$ cat src/ezc_regs.svh
// Register offsets, field positions and timing constants for the zero-mark capture block.
// Assumes a 32-bit APB slave with word-aligned registers, clocked at 100 MHz.
`ifndef EZC_REGS_SVH
`define EZC_REGS_SVH

// ****************************************
// Register byte offsets
// ****************************************
`define EZC_ADDR_CTRL0 12'h000
`define EZC_ADDR_STAT0 12'h004
`define EZC_ADDR_STAT1 12'h008
`define EZC_ADDR_STAT2 12'h00C
`define EZC_ADDR_CMD 12'h010
`define EZC_ADDR_CFG 12'h014
`define EZC_ADDR_CNT0 12'h018
`define EZC_ADDR_CNT1 12'h01C
`define EZC_ADDR_CAP0 12'h020
`define EZC_ADDR_CAP1 12'h024
`define EZC_ADDR_LOAD0 12'h028
`define EZC_ADDR_LOAD1 12'h02C

// ****************************************
// Control register 0 fields
// ****************************************
`define EZC_C0_CYCLIC1 1
`define EZC_C0_CYCLIC0 3
`define EZC_C0_BOARD_MODE 4
`define EZC_C0_HWSUP0 5
`define EZC_C0_HWSUP1 6

// ****************************************
// Status register fields
// ****************************************
`define EZC_S0_REF_SEEN_FLAG_CH0 0
`define EZC_S0_REF_SEEN_FLAG_CH1 1
`define EZC_S0_HW1 2
`define EZC_S0_HW0 3
`define EZC_S1_ALARM0 6
`define EZC_S1_ALARM1 7
`define EZC_S1_GATE0 0
`define EZC_S2_GATE1 0

// ****************************************
// Configuration register fields (per channel: base + channel)
// ****************************************
`define EZC_CF_MEAS 0
`define EZC_CF_PULSE 2
`define EZC_CF_EXTCLK 4
`define EZC_CF_FSEL 6
`define EZC_CF_GATE_MODE 8

// ****************************************
// Command register bits (per channel: base + channel, except shared EZC_CMD_ZM_ENABLE, EZC_CMD_ALARM_RST and EZC_CMD_ONCE_DIS)
// ****************************************
`define EZC_CMD_ZM_ENABLE 0
`define EZC_CMD_ZM_LATCH_RST 2
`define EZC_CMD_WP_CANCEL 4
`define EZC_CMD_ONCE_EN 6
`define EZC_CMD_SW_STROBE 8
`define EZC_CMD_SW_CLEAR 10
`define EZC_CMD_SW_RELOAD 12
`define EZC_CMD_ALARM_RST 14
`define EZC_CMD_ONCE_DIS 15

// ****************************************
// Internal counting clock
// ****************************************
`define EZC_CLK_MHZ 100
`define EZC_F0_KHZ 2500
`define EZC_F1_KHZ 1250
`define EZC_F2_KHZ 4000
`define EZC_F3_KHZ 2000
`define EZC_DIV(khz) ((`EZC_CLK_MHZ * 1000) / (khz))

`endif

$ cat src/ezc_pkg.sv
// Types shared by the zero-mark capture block.
// Assumes ezc_regs.svh carries the numeric constants.
package ezc_pkg;
  typedef logic [31:0] ezc_word_t;
  typedef enum logic [1:0] {
    EZC_GATE_SHUT = 2'b00,
    EZC_GATE_OPEN = 2'b01
  } ezc_gate_t;
endpackage

$ cat src/ezc_capture.sv
// Two-channel counter with zero-mark capture, write protection and gated measurement.
// Assumes an APB master on clk_in and asynchronous encoder pins needing synchronisers.
`include "ezc_regs.svh"

module ezc_capture
  import ezc_pkg::*;
(
  // Clock and reset
  input wire logic clk_in,
  input wire logic resetn_in,
  // APB slave
  input wire logic psel_in,
  input wire logic penable_in,
  input wire logic pwrite_in,
  input wire logic [11:0] paddr_in,
  input wire logic [31:0] pwdata_in,
  output logic [31:0] prdata_out,
  output logic pready_out,
  output logic pslverr_out,
  // Encoder pins per channel
  input wire logic [1:0] enc_a_in,
  input wire logic [1:0] enc_b_in,
  input wire logic [1:0] enc_zero_in,
  // Channel interrupt indications
  output logic [1:0] irq_out
);

  // ****************************************
  // Synchronisers
  // ****************************************
  // Two stages settle the pins; the third only marks edges for the detectors
  logic [1:0] a_s1_ff, a_s2_ff, a_s3_ff;
  logic [1:0] b_s1_ff, b_s2_ff, b_s3_ff;
  logic [1:0] z_s1_ff, z_s2_ff, z_s3_ff;

  always_ff @(posedge clk_in or negedge resetn_in) begin
    if (!resetn_in) begin
      a_s1_ff <= 2'h0;
      a_s2_ff <= 2'h0;
      a_s3_ff <= 2'h0;
      b_s1_ff <= 2'h0;
      b_s2_ff <= 2'h0;
      b_s3_ff <= 2'h0;
      z_s1_ff <= 2'h0;
      z_s2_ff <= 2'h0;
      z_s3_ff <= 2'h0;
    end else begin
      a_s1_ff <= enc_a_in;
      a_s2_ff <= a_s1_ff;
      a_s3_ff <= a_s2_ff;
      b_s1_ff <= enc_b_in;
      b_s2_ff <= b_s1_ff;
      b_s3_ff <= b_s2_ff;
      z_s1_ff <= enc_zero_in;
      z_s2_ff <= z_s1_ff;
      z_s3_ff <= z_s2_ff;
    end
  end

  // ****************************************
  // APB access decode
  // ****************************************
  // Writes land at the access edge; the answer is prepared at the setup edge
  logic wr_acc;
  assign wr_acc = psel_in && penable_in && pwrite_in;

  logic [31:0] ctrl0_ff, cfg_ff;
  logic [1:0] zm_enable_ff;
  logic [1:0] wp_ff, lock_ff, latch_ff;
  logic [1:0] ref_ff, hwf_ff, alarm_ff;
  logic [1:0] gate_open_ff;
  ezc_word_t cnt_ff [2];
  ezc_word_t cap_ff [2];
  ezc_word_t load_ff [2];

  logic cmd_wr;
  assign cmd_wr = wr_acc && (paddr_in == `EZC_ADDR_CMD);
  // Configuration registers take the whole word at once

  always_ff @(posedge clk_in or negedge resetn_in) begin
    if (!resetn_in) begin
      ctrl0_ff <= 32'h0;
      cfg_ff <= 32'h0;
    end else if (wr_acc && paddr_in == `EZC_ADDR_CTRL0) begin
      ctrl0_ff <= pwdata_in;
    end else if (wr_acc && paddr_in == `EZC_ADDR_CFG) begin
      cfg_ff <= pwdata_in;
    end
  end

  // ****************************************
  // Internal counting clock enables
  // ****************************************
  localparam int DIV0 = `EZC_DIV(`EZC_F0_KHZ);
  localparam int DIV1 = `EZC_DIV(`EZC_F1_KHZ);
  localparam int DIV2 = `EZC_DIV(`EZC_F2_KHZ);
  localparam int DIV3 = `EZC_DIV(`EZC_F3_KHZ);
  // Free-running dividers; each tick is a one-cycle enable, never a clock
  logic [7:0] div_ff [4];
  logic [3:0] tick;

  genvar d;
  generate
    for (d = 0; d < 4; d++) begin : g_div
      localparam logic [7:0] LIM =
        8'((d == 0) ? DIV0 - 1 : (d == 1) ? DIV1 - 1 : (d == 2) ? DIV2 - 1 : DIV3 - 1);
      assign tick[d] = (div_ff[d] == LIM);
      always_ff @(posedge clk_in or negedge resetn_in) begin
        if (!resetn_in) begin
          div_ff[d] <= 8'h00;
        end else if (tick[d]) begin
          div_ff[d] <= 8'h00;
        end else begin
          div_ff[d] <= div_ff[d] + 8'h01;
        end
      end
    end
  endgenerate

  // ****************************************
  // Per-channel logic
  // ****************************************
  logic [1:0] ch_cyclic, ch_hw;
  assign ch_cyclic = {ctrl0_ff[`EZC_C0_CYCLIC1], ctrl0_ff[`EZC_C0_CYCLIC0]};
  assign ch_hw = {ctrl0_ff[`EZC_C0_HWSUP1], ctrl0_ff[`EZC_C0_HWSUP0]};

  genvar c;
  generate
    for (c = 0; c < 2; c++) begin : g_ch
      logic meas, int_tick, ext_tick, cnt_tick, zm_edge, zm_take;
      logic b_rise, gate_now;
      logic cmd_bit_strobe, cmd_bit_clear, cmd_bit_reload;
      logic host_cnt_wr, cnt_addr_hit;

      assign meas = cfg_ff[`EZC_CF_MEAS + c];
      assign zm_edge = z_s2_ff[c] && !z_s3_ff[c];
      assign b_rise = b_s2_ff[c] && !b_s3_ff[c];
      assign ext_tick = a_s2_ff[c] && !a_s3_ff[c];
      assign int_tick = ctrl0_ff[`EZC_C0_BOARD_MODE]
                      ? (cfg_ff[`EZC_CF_FSEL + c] ? tick[3] : tick[2])
                      : (cfg_ff[`EZC_CF_FSEL + c] ? tick[1] : tick[0]);
      // Frequency mode always counts A; pulse mode counts chosen source
      assign cnt_tick = (!cfg_ff[`EZC_CF_PULSE + c] || cfg_ff[`EZC_CF_EXTCLK + c])
                      ? ext_tick : int_tick;
      // Gate mode zero follows the level, mode one toggles on rising edges
      assign gate_now = cfg_ff[`EZC_CF_GATE_MODE + c] ? gate_open_ff[c] : b_s2_ff[c];

      // Lockout blocks only zero marks; the latch guards the unsupported mode
      assign zm_take = zm_edge && zm_enable_ff[c] && !wp_ff[c]
                     && !(ch_hw[c] && !ch_cyclic[c] && lock_ff[c])
                     && !(!ch_hw[c] && latch_ff[c]);

      assign cmd_bit_strobe = cmd_wr && pwdata_in[`EZC_CMD_SW_STROBE + c];
      assign cmd_bit_clear = cmd_wr && pwdata_in[`EZC_CMD_SW_CLEAR + c];
      assign cmd_bit_reload = cmd_wr && pwdata_in[`EZC_CMD_SW_RELOAD + c];
      assign cnt_addr_hit = (paddr_in == ((c == 0) ? `EZC_ADDR_CNT0 : `EZC_ADDR_CNT1));
      assign host_cnt_wr = wr_acc && cnt_addr_hit;
      // Edge mode toggles on each rising gate edge; level mode copies the pin

      always_ff @(posedge clk_in or negedge resetn_in) begin
        if (!resetn_in) begin
          gate_open_ff[c] <= 1'b0;
        end else if (cfg_ff[`EZC_CF_GATE_MODE + c]) begin
          if (b_rise) begin
            gate_open_ff[c] <= !gate_open_ff[c];
          end
        end else begin
          gate_open_ff[c] <= b_s2_ff[c];
        end
      end

      always_ff @(posedge clk_in or negedge resetn_in) begin
        if (!resetn_in) begin
          cnt_ff[c] <= 32'h0;
          // Protection beats every host write, clear and reload of the counter; reads still pass
        end else if (!wp_ff[c] && (host_cnt_wr || cmd_bit_clear || cmd_bit_reload)) begin
          if (host_cnt_wr) begin
            cnt_ff[c] <= pwdata_in;
          end else if (cmd_bit_clear) begin
            cnt_ff[c] <= 32'h0;
          end else begin
            cnt_ff[c] <= load_ff[c];
          end
        end else if (meas && gate_now && cnt_tick) begin
          cnt_ff[c] <= cnt_ff[c] + 32'h1;
        end else if (!meas && ext_tick) begin
          // Position counting reduced to single-edge evaluation of track A
          cnt_ff[c] <= b_s2_ff[c] ? cnt_ff[c] - 32'h1 : cnt_ff[c] + 32'h1;
        end
      end

      always_ff @(posedge clk_in or negedge resetn_in) begin
        if (!resetn_in) begin
          load_ff[c] <= 32'h0;
        end else if (wr_acc && paddr_in == ((c == 0) ? `EZC_ADDR_LOAD0 : `EZC_ADDR_LOAD1)) begin
          load_ff[c] <= pwdata_in;
        end
      end

      always_ff @(posedge clk_in or negedge resetn_in) begin
        if (!resetn_in) begin
          cap_ff[c] <= 32'h0;
        end else if (zm_take || (cmd_bit_strobe && !wp_ff[c])) begin
          // Strobe obeys protection; a zero mark was already checked in zm_take
          cap_ff[c] <= cnt_ff[c];
        end
      end

      always_ff @(posedge clk_in or negedge resetn_in) begin
        if (!resetn_in) begin
          wp_ff[c] <= 1'b0;
        end else if (zm_take && ch_hw[c]) begin
          // Set beats a same-cycle cancel so a capture is never left open
          wp_ff[c] <= 1'b1;
        end else if (cmd_wr && pwdata_in[`EZC_CMD_WP_CANCEL + c]) begin
          wp_ff[c] <= 1'b0;
        end
      end

      always_ff @(posedge clk_in or negedge resetn_in) begin
        if (!resetn_in) begin
          lock_ff[c] <= 1'b0;
        end else if (zm_take && ch_hw[c] && !ch_cyclic[c]) begin
          // Set beats the enable command so a simultaneous mark is not lost
          lock_ff[c] <= 1'b1;
        end else if (cmd_wr && pwdata_in[`EZC_CMD_ONCE_DIS]) begin
          lock_ff[c] <= 1'b1;
        end else if (cmd_wr && pwdata_in[`EZC_CMD_ONCE_EN + c]) begin
          lock_ff[c] <= 1'b0;
        end
      end

      always_ff @(posedge clk_in or negedge resetn_in) begin
        if (!resetn_in) begin
          latch_ff[c] <= 1'b0;
        end else if (zm_take && !ch_hw[c]) begin
          // Latch guards only the mode without hardware support, in position and measurement counting alike
          latch_ff[c] <= 1'b1;
        end else if (cmd_wr && pwdata_in[`EZC_CMD_ZM_LATCH_RST + c]) begin
          latch_ff[c] <= 1'b0;
        end
      end

      always_ff @(posedge clk_in or negedge resetn_in) begin
        if (!resetn_in) begin
          ref_ff[c] <= 1'b0;
          hwf_ff[c] <= 1'b0;
          alarm_ff[c] <= 1'b0;
        end else begin
          if (zm_take && !meas) begin
            // Reference and hardware flags stay set until reset
            ref_ff[c] <= 1'b1;
          end
          if (zm_take && ch_hw[c]) begin
            hwf_ff[c] <= 1'b1;
          end
          if (zm_take) begin
            alarm_ff[c] <= 1'b1;
          end else if (cmd_wr && pwdata_in[`EZC_CMD_ALARM_RST]) begin
            alarm_ff[c] <= 1'b0;
          end
        end
      end
    end
  endgenerate

  // Zero-mark inputs stay enabled until reset once commanded
  always_ff @(posedge clk_in or negedge resetn_in) begin
    if (!resetn_in) begin
      zm_enable_ff <= 2'h0;
    end else if (cmd_wr && pwdata_in[`EZC_CMD_ZM_ENABLE]) begin
      zm_enable_ff <= 2'h3;
    end
  end

  // Interrupt indication follows the alarm flags
  always_ff @(posedge clk_in or negedge resetn_in) begin
    if (!resetn_in) begin
      irq_out <= 2'h0;
    end else begin
      irq_out <= alarm_ff;
    end
  end

  // ****************************************
  // APB read data and answer
  // ****************************************
  logic [31:0] nxt_rdata;
  logic nxt_err;

  always_comb begin
    nxt_rdata = 32'h0;
    nxt_err = 1'b0;
    if (paddr_in == `EZC_ADDR_CTRL0) begin
      nxt_rdata = ctrl0_ff;
    end else if (paddr_in == `EZC_ADDR_STAT0) begin
      nxt_rdata[`EZC_S0_REF_SEEN_FLAG_CH0] = ref_ff[0];
      nxt_rdata[`EZC_S0_REF_SEEN_FLAG_CH1] = ref_ff[1];
      nxt_rdata[`EZC_S0_HW1] = hwf_ff[1];
      nxt_rdata[`EZC_S0_HW0] = hwf_ff[0];
    end else if (paddr_in == `EZC_ADDR_STAT1) begin
      nxt_rdata[`EZC_S1_ALARM0] = alarm_ff[0];
      nxt_rdata[`EZC_S1_ALARM1] = alarm_ff[1];
      nxt_rdata[`EZC_S1_GATE0] = gate_open_ff[0];
    end else if (paddr_in == `EZC_ADDR_STAT2) begin
      nxt_rdata[`EZC_S2_GATE1] = gate_open_ff[1];
    end else if (paddr_in == `EZC_ADDR_CMD) begin
      nxt_rdata = {24'h0, lock_ff, latch_ff, wp_ff, zm_enable_ff};
    end else if (paddr_in == `EZC_ADDR_CFG) begin
      nxt_rdata = cfg_ff;
    end else if (paddr_in == `EZC_ADDR_CNT0) begin
      nxt_rdata = cnt_ff[0];
    end else if (paddr_in == `EZC_ADDR_CNT1) begin
      nxt_rdata = cnt_ff[1];
    end else if (paddr_in == `EZC_ADDR_CAP0) begin
      nxt_rdata = cap_ff[0];
    end else if (paddr_in == `EZC_ADDR_CAP1) begin
      nxt_rdata = cap_ff[1];
    end else if (paddr_in == `EZC_ADDR_LOAD0) begin
      nxt_rdata = load_ff[0];
    end else if (paddr_in == `EZC_ADDR_LOAD1) begin
      nxt_rdata = load_ff[1];
    end else begin
      // Unmapped offsets answer with an error and zero data
      nxt_err = 1'b1;
    end
  end

  // Answer is registered: pready rises in the first access cycle
  always_ff @(posedge clk_in or negedge resetn_in) begin
    if (!resetn_in) begin
      pready_out <= 1'b0;
      pslverr_out <= 1'b0;
      prdata_out <= 32'h0;
    end else if (psel_in && !penable_in) begin
      pready_out <= 1'b1;
      pslverr_out <= nxt_err;
      prdata_out <= pwrite_in ? 32'h0 : nxt_rdata;
    end else begin
      pready_out <= 1'b0;
      pslverr_out <= 1'b0;
      // Read data stands only with pready so a stale word never lingers
      prdata_out <= 32'h0;
    end
  end

endmodule

$ cat config.mk
export PLATFORM = sky130hd
export DESIGN_NAME = ezc_capture
export DESIGN_NICKNAME = d
export VERILOG_FILES = /design/src/ezc_pkg.sv /design/src/ezc_capture.sv
export VERILOG_INCLUDE_DIRS = /design/src
export SDC_FILE = /design/constraint.sdc
export NUM_CORES = 1
export LEC_CHECK = 0
export ABC_AREA = 1
export BUFFER_PORTS_ARGS = -buffer_cell sky130_fd_sc_hd__buf_2
export CAP_MARGIN = 20
export CORE_MARGIN = 5
export CORE_UTILIZATION = 55
export DETAILED_ROUTE_END_ITERATION = 6
export PLACE_DENSITY_LB_ADDON = 0.08
export SYNTH_ARGS = -nofsm -noshare
export SYNTH_HDL_FRONTEND = slang
export SYNTH_SLANG_ARGS = --single-unit
$ cat constraint.sdc
create_clock -name clk_in -period 2.75 [get_ports clk_in]
set_clock_uncertainty 0.15 [all_clocks]
set_input_delay 0.4125 -clock clk_in [delete_from_list [all_inputs] [get_ports clk_in]]
set_output_delay 0.4125 -clock clk_in [all_outputs]
set_load 0.01 [all_outputs]
==> results.md <==
- Status: complete, no violations
- # clock sinks: 357
- Synthesized Nets: 3,315
- Nature of the critical path startpoint: flip-flop
- Worst-path cell chain: ha_1 > nand2_1 > nor4_4 > nand2_1 > nand3_1 > nand2_1 > nand2_1 > nand2_1 > inv_2 > buf_12 > nand2_1 > nand2_1 > nand2_1 > a21oi_1
- Met3 Track Usage GR: 0.0963
- Final worst slack: 0.0908 ns
- GRT Util Overall: 0.374
- First-pass GRT wire length: 129,000 um
- Mapped cell area: 22,100 sq um
- Most numerous cell in the Yosys netlist: nand2_1
- Dpl cells: 3,852
- Cell Rows: 73
- Synth cell count leaders: nand2_1, dfrtp_1, o21ai_0, inv_1, nor2_1
- Netlist cell types: 56
- Share of cells above drive strength 1: 0.109
- First drt pass iteration count: 6
- Reg2Reg Depth: 14
- Global Route met1 Usage: 0.529
- Area contributors post-synth: dfrtp_1, nand2_1, o21ai_0
- Port Buffer Count: 90
- Setup-failing EPs final: 0
- Synth top area share: 0.404
- Worst Path Arrival: 3.01 ns
- Chip Height: 211 um
- Min-Delay Path Depth: 5
- Root Buffer: clkbuf_16
- Yosys reg bits: 357
- Register area share after synthesis: 0.404
- Leakage dissipation: 0.0125 uW
- Number of remaining DRC errors: 0
- Crit Path Category: reg -> reg
- Detailed placer's ending HPWL: 63,200 um
- Total power: 16,000 uW
- Final-stage net count: 3,445
- PwrDens: 630 nW/um^2
- Syn Inst Count: 3,250
- I/O Pins: 91
- VDD IR max: 0.493 mV
- Htree depth: 2
- Post-synth top area cell: dfrtp_1
- Syn avg cell area: 6.80 sq um
- Antenna Nets Post-Route: 0
- Initial Utilization: 0.557
- Routing usage on met2: 0.564
- Avg Vias per Cell: 5.87
- Max-cap violations: 0
- Die Area: 44,300 sq um
- Hold Path Class: in -> reg
- Vias in the first global route: 21,700
- Crit path time final: 2.66 ns
- End-of-flow core utilization: 0.640
- Setup WS pre-CTS: 0.0739 ns
- WP buf/inv: 2
- Yosys Warn Count: 0
- Achievable frequency: 0.376 GHz
- Family with the most delay on the worst path: simple AND/OR/NAND/NOR gates
- Period Utilization, post-route: 0.967
- CP endpoint kind: flip-flop
- Later-pin clock latency in the skew report: 0.58 ns
- Synth Flop Type: dfrtp_1
- Critical path fanouts, max: 22
- Finished Layout Cells: 3,930
- Post-DR wirelength/cell: 21.4 um
- Initial antenna violation count: 2
- Grt total ovfl: 0
- Vias after detailed routing: 23,100
- Final hold violation count: 0
- Pin slew with the least headroom to its limit: 0.685 ns
- Core Region: 39,700 sq um
- GPL Wtd Cong: 1.05
- TritonCTS clock tree: done
- Most used routing layer: met2
- CTS max path bufs: 3
- Slew Limit Fails: 0
- Ys async rst share: 1.00
- Area Growth Syn to Fin: 15.0%
- CP peak stage delay: 0.38 ns
- Most frequent CP cell: nand2_1
- Req. time, crit path: 3.10 ns
- Post-synth EDFFs: 0
- CTS clk-pin slew, worst paths: 0.06 ns
- DIE WIDTH: 211 um
- CTS Buf Count: 41
- Detailed-route wire length: 84,100 um
- Largest net degree at the start of global routing: 73
- Slew HR: 0.532
- Antenna fix cells: 0
- Slowest CP cell: dfrtp_1
- Number of DRC markers in iteration 0: 3,123
- WP depth: 14
- Hold_ws: 0.0793 ns
-- metrics by stage --
stage               TNS [ns]  cell area, sq um
detailed placement         0             24000
global route         -0.0317             25400
global placement           0             24000
finish                     0             25400
floorplan                  0             22100
CTS                        0             25400
-- logic make-up (layout without fill, tap and decap cells) --
| group | count (synthesis) | in the layout | synth area share |
|---|---|---|---|
| flops | 357 | 357 | 0.404 |
| fa+ha+maj | 10 | 10 | 0.00566 |
| simple gates | 1767 | 1767 | 0.329 |
| compound gates | 505 | 505 | 0.126 |
| buf+inv | 492 | 647 | 0.0881 |
| xor+xnor | 119 | 119 | 0.0471 |
-- sequential cells by signal, summed over array words and instances (netlist names), 32 cells and up --
register and count:
cap_ff 64, prdata_out 32, cfg_ff 32, cnt_ff 64, ctrl0_ff 32, div_ff 32
load_ff 64
-- final cells by class --
type | count | area [sq um]
Clock buffer | 59 | 1230
Clock inverter | 9 | 104
Fill cell | 3607 | 14300
Inverter | 329 | 1250
Multi-Input combinational cell | 2401 | 11300
Sequential cell | 357 | 8930
Tap cell | 525 | 657
Timing Repair Buffer | 250 | 1980
-- final timing paths --
check / start / end / slack [ns]
max: div_ff[24] / cnt_ff[60] / 0.09
min: psel_in / pslverr_out / 0.08
max reg2reg: div_ff[24] / cnt_ff[60] / 0.09
min reg2reg: z_s1_ff[1] / z_s2_ff[1] / 0.20
max in group asynchronous: resetn_in / load_ff[62] / 1.46
min in group asynchronous: resetn_in / div_ff[18] / 0.21
-- power breakdown --
group | switching (uW) | internal, uW | total [uW]
Clock | 2290 | 3210 | 5500
Sequential | 704 | 5570 | 6280
Combinational | 2840 | 1400 | 4240
Total | 5830 | 10200 | 16000
-- layer usage --
metal / part of all wire / up-vias / routed length (um)
met5: 0.00011 / - / 9
met4: 0.041 / 2 / 3470
met3: 0.12 / 242 / 10200
met2: 0.44 / 1386 / 36600
met1: 0.40 / 10900 / 33900
li1: - / 10600 / -
-- worst register-to-register path, delay by kind of cell, from the launching register on --
family / cells / cell delay (ns)
compound gates: 1 / 0.15
fa+ha+maj: 1 / 0.18
buf+inv: 2 / 0.37
flops: 1 / 0.38
simple gates: 10 / 1.37
-- what timing repair did --
item,in CTS,in global routing
endpoints found under the hold margin,76,0
buffers inserted,0,1
hold buffers,9,0
gates resized for setup,0,11
setup endpoints to repair,0,36
-- layout by cell type, fill, tap and decap left out, types with 7 or more instances in the layout --
cell type and instances:
buf_4 127, nor3b_1 8, a21oi_1 87, buf_2 89, nor3_1 50, xor2_1 111, nand2_1 1128, ha_1 10
nor2_1 286, nand2_2 13, o2111ai_1 7, or2_0 7, nand3b_1 7, o21ai_0 340, nor2_2 9, nand4_1 25
dlygate4sd3_1 9, clkbuf_8 12, nand3_1 204, clkbuf_16 42, o211ai_1 16, dfrtp_1 357, inv_1 314, buf_12 24
inv_2 9, o22ai_1 16, o21bai_1 9, xnor2_1 8
Power figures use the tool's default switching activity.
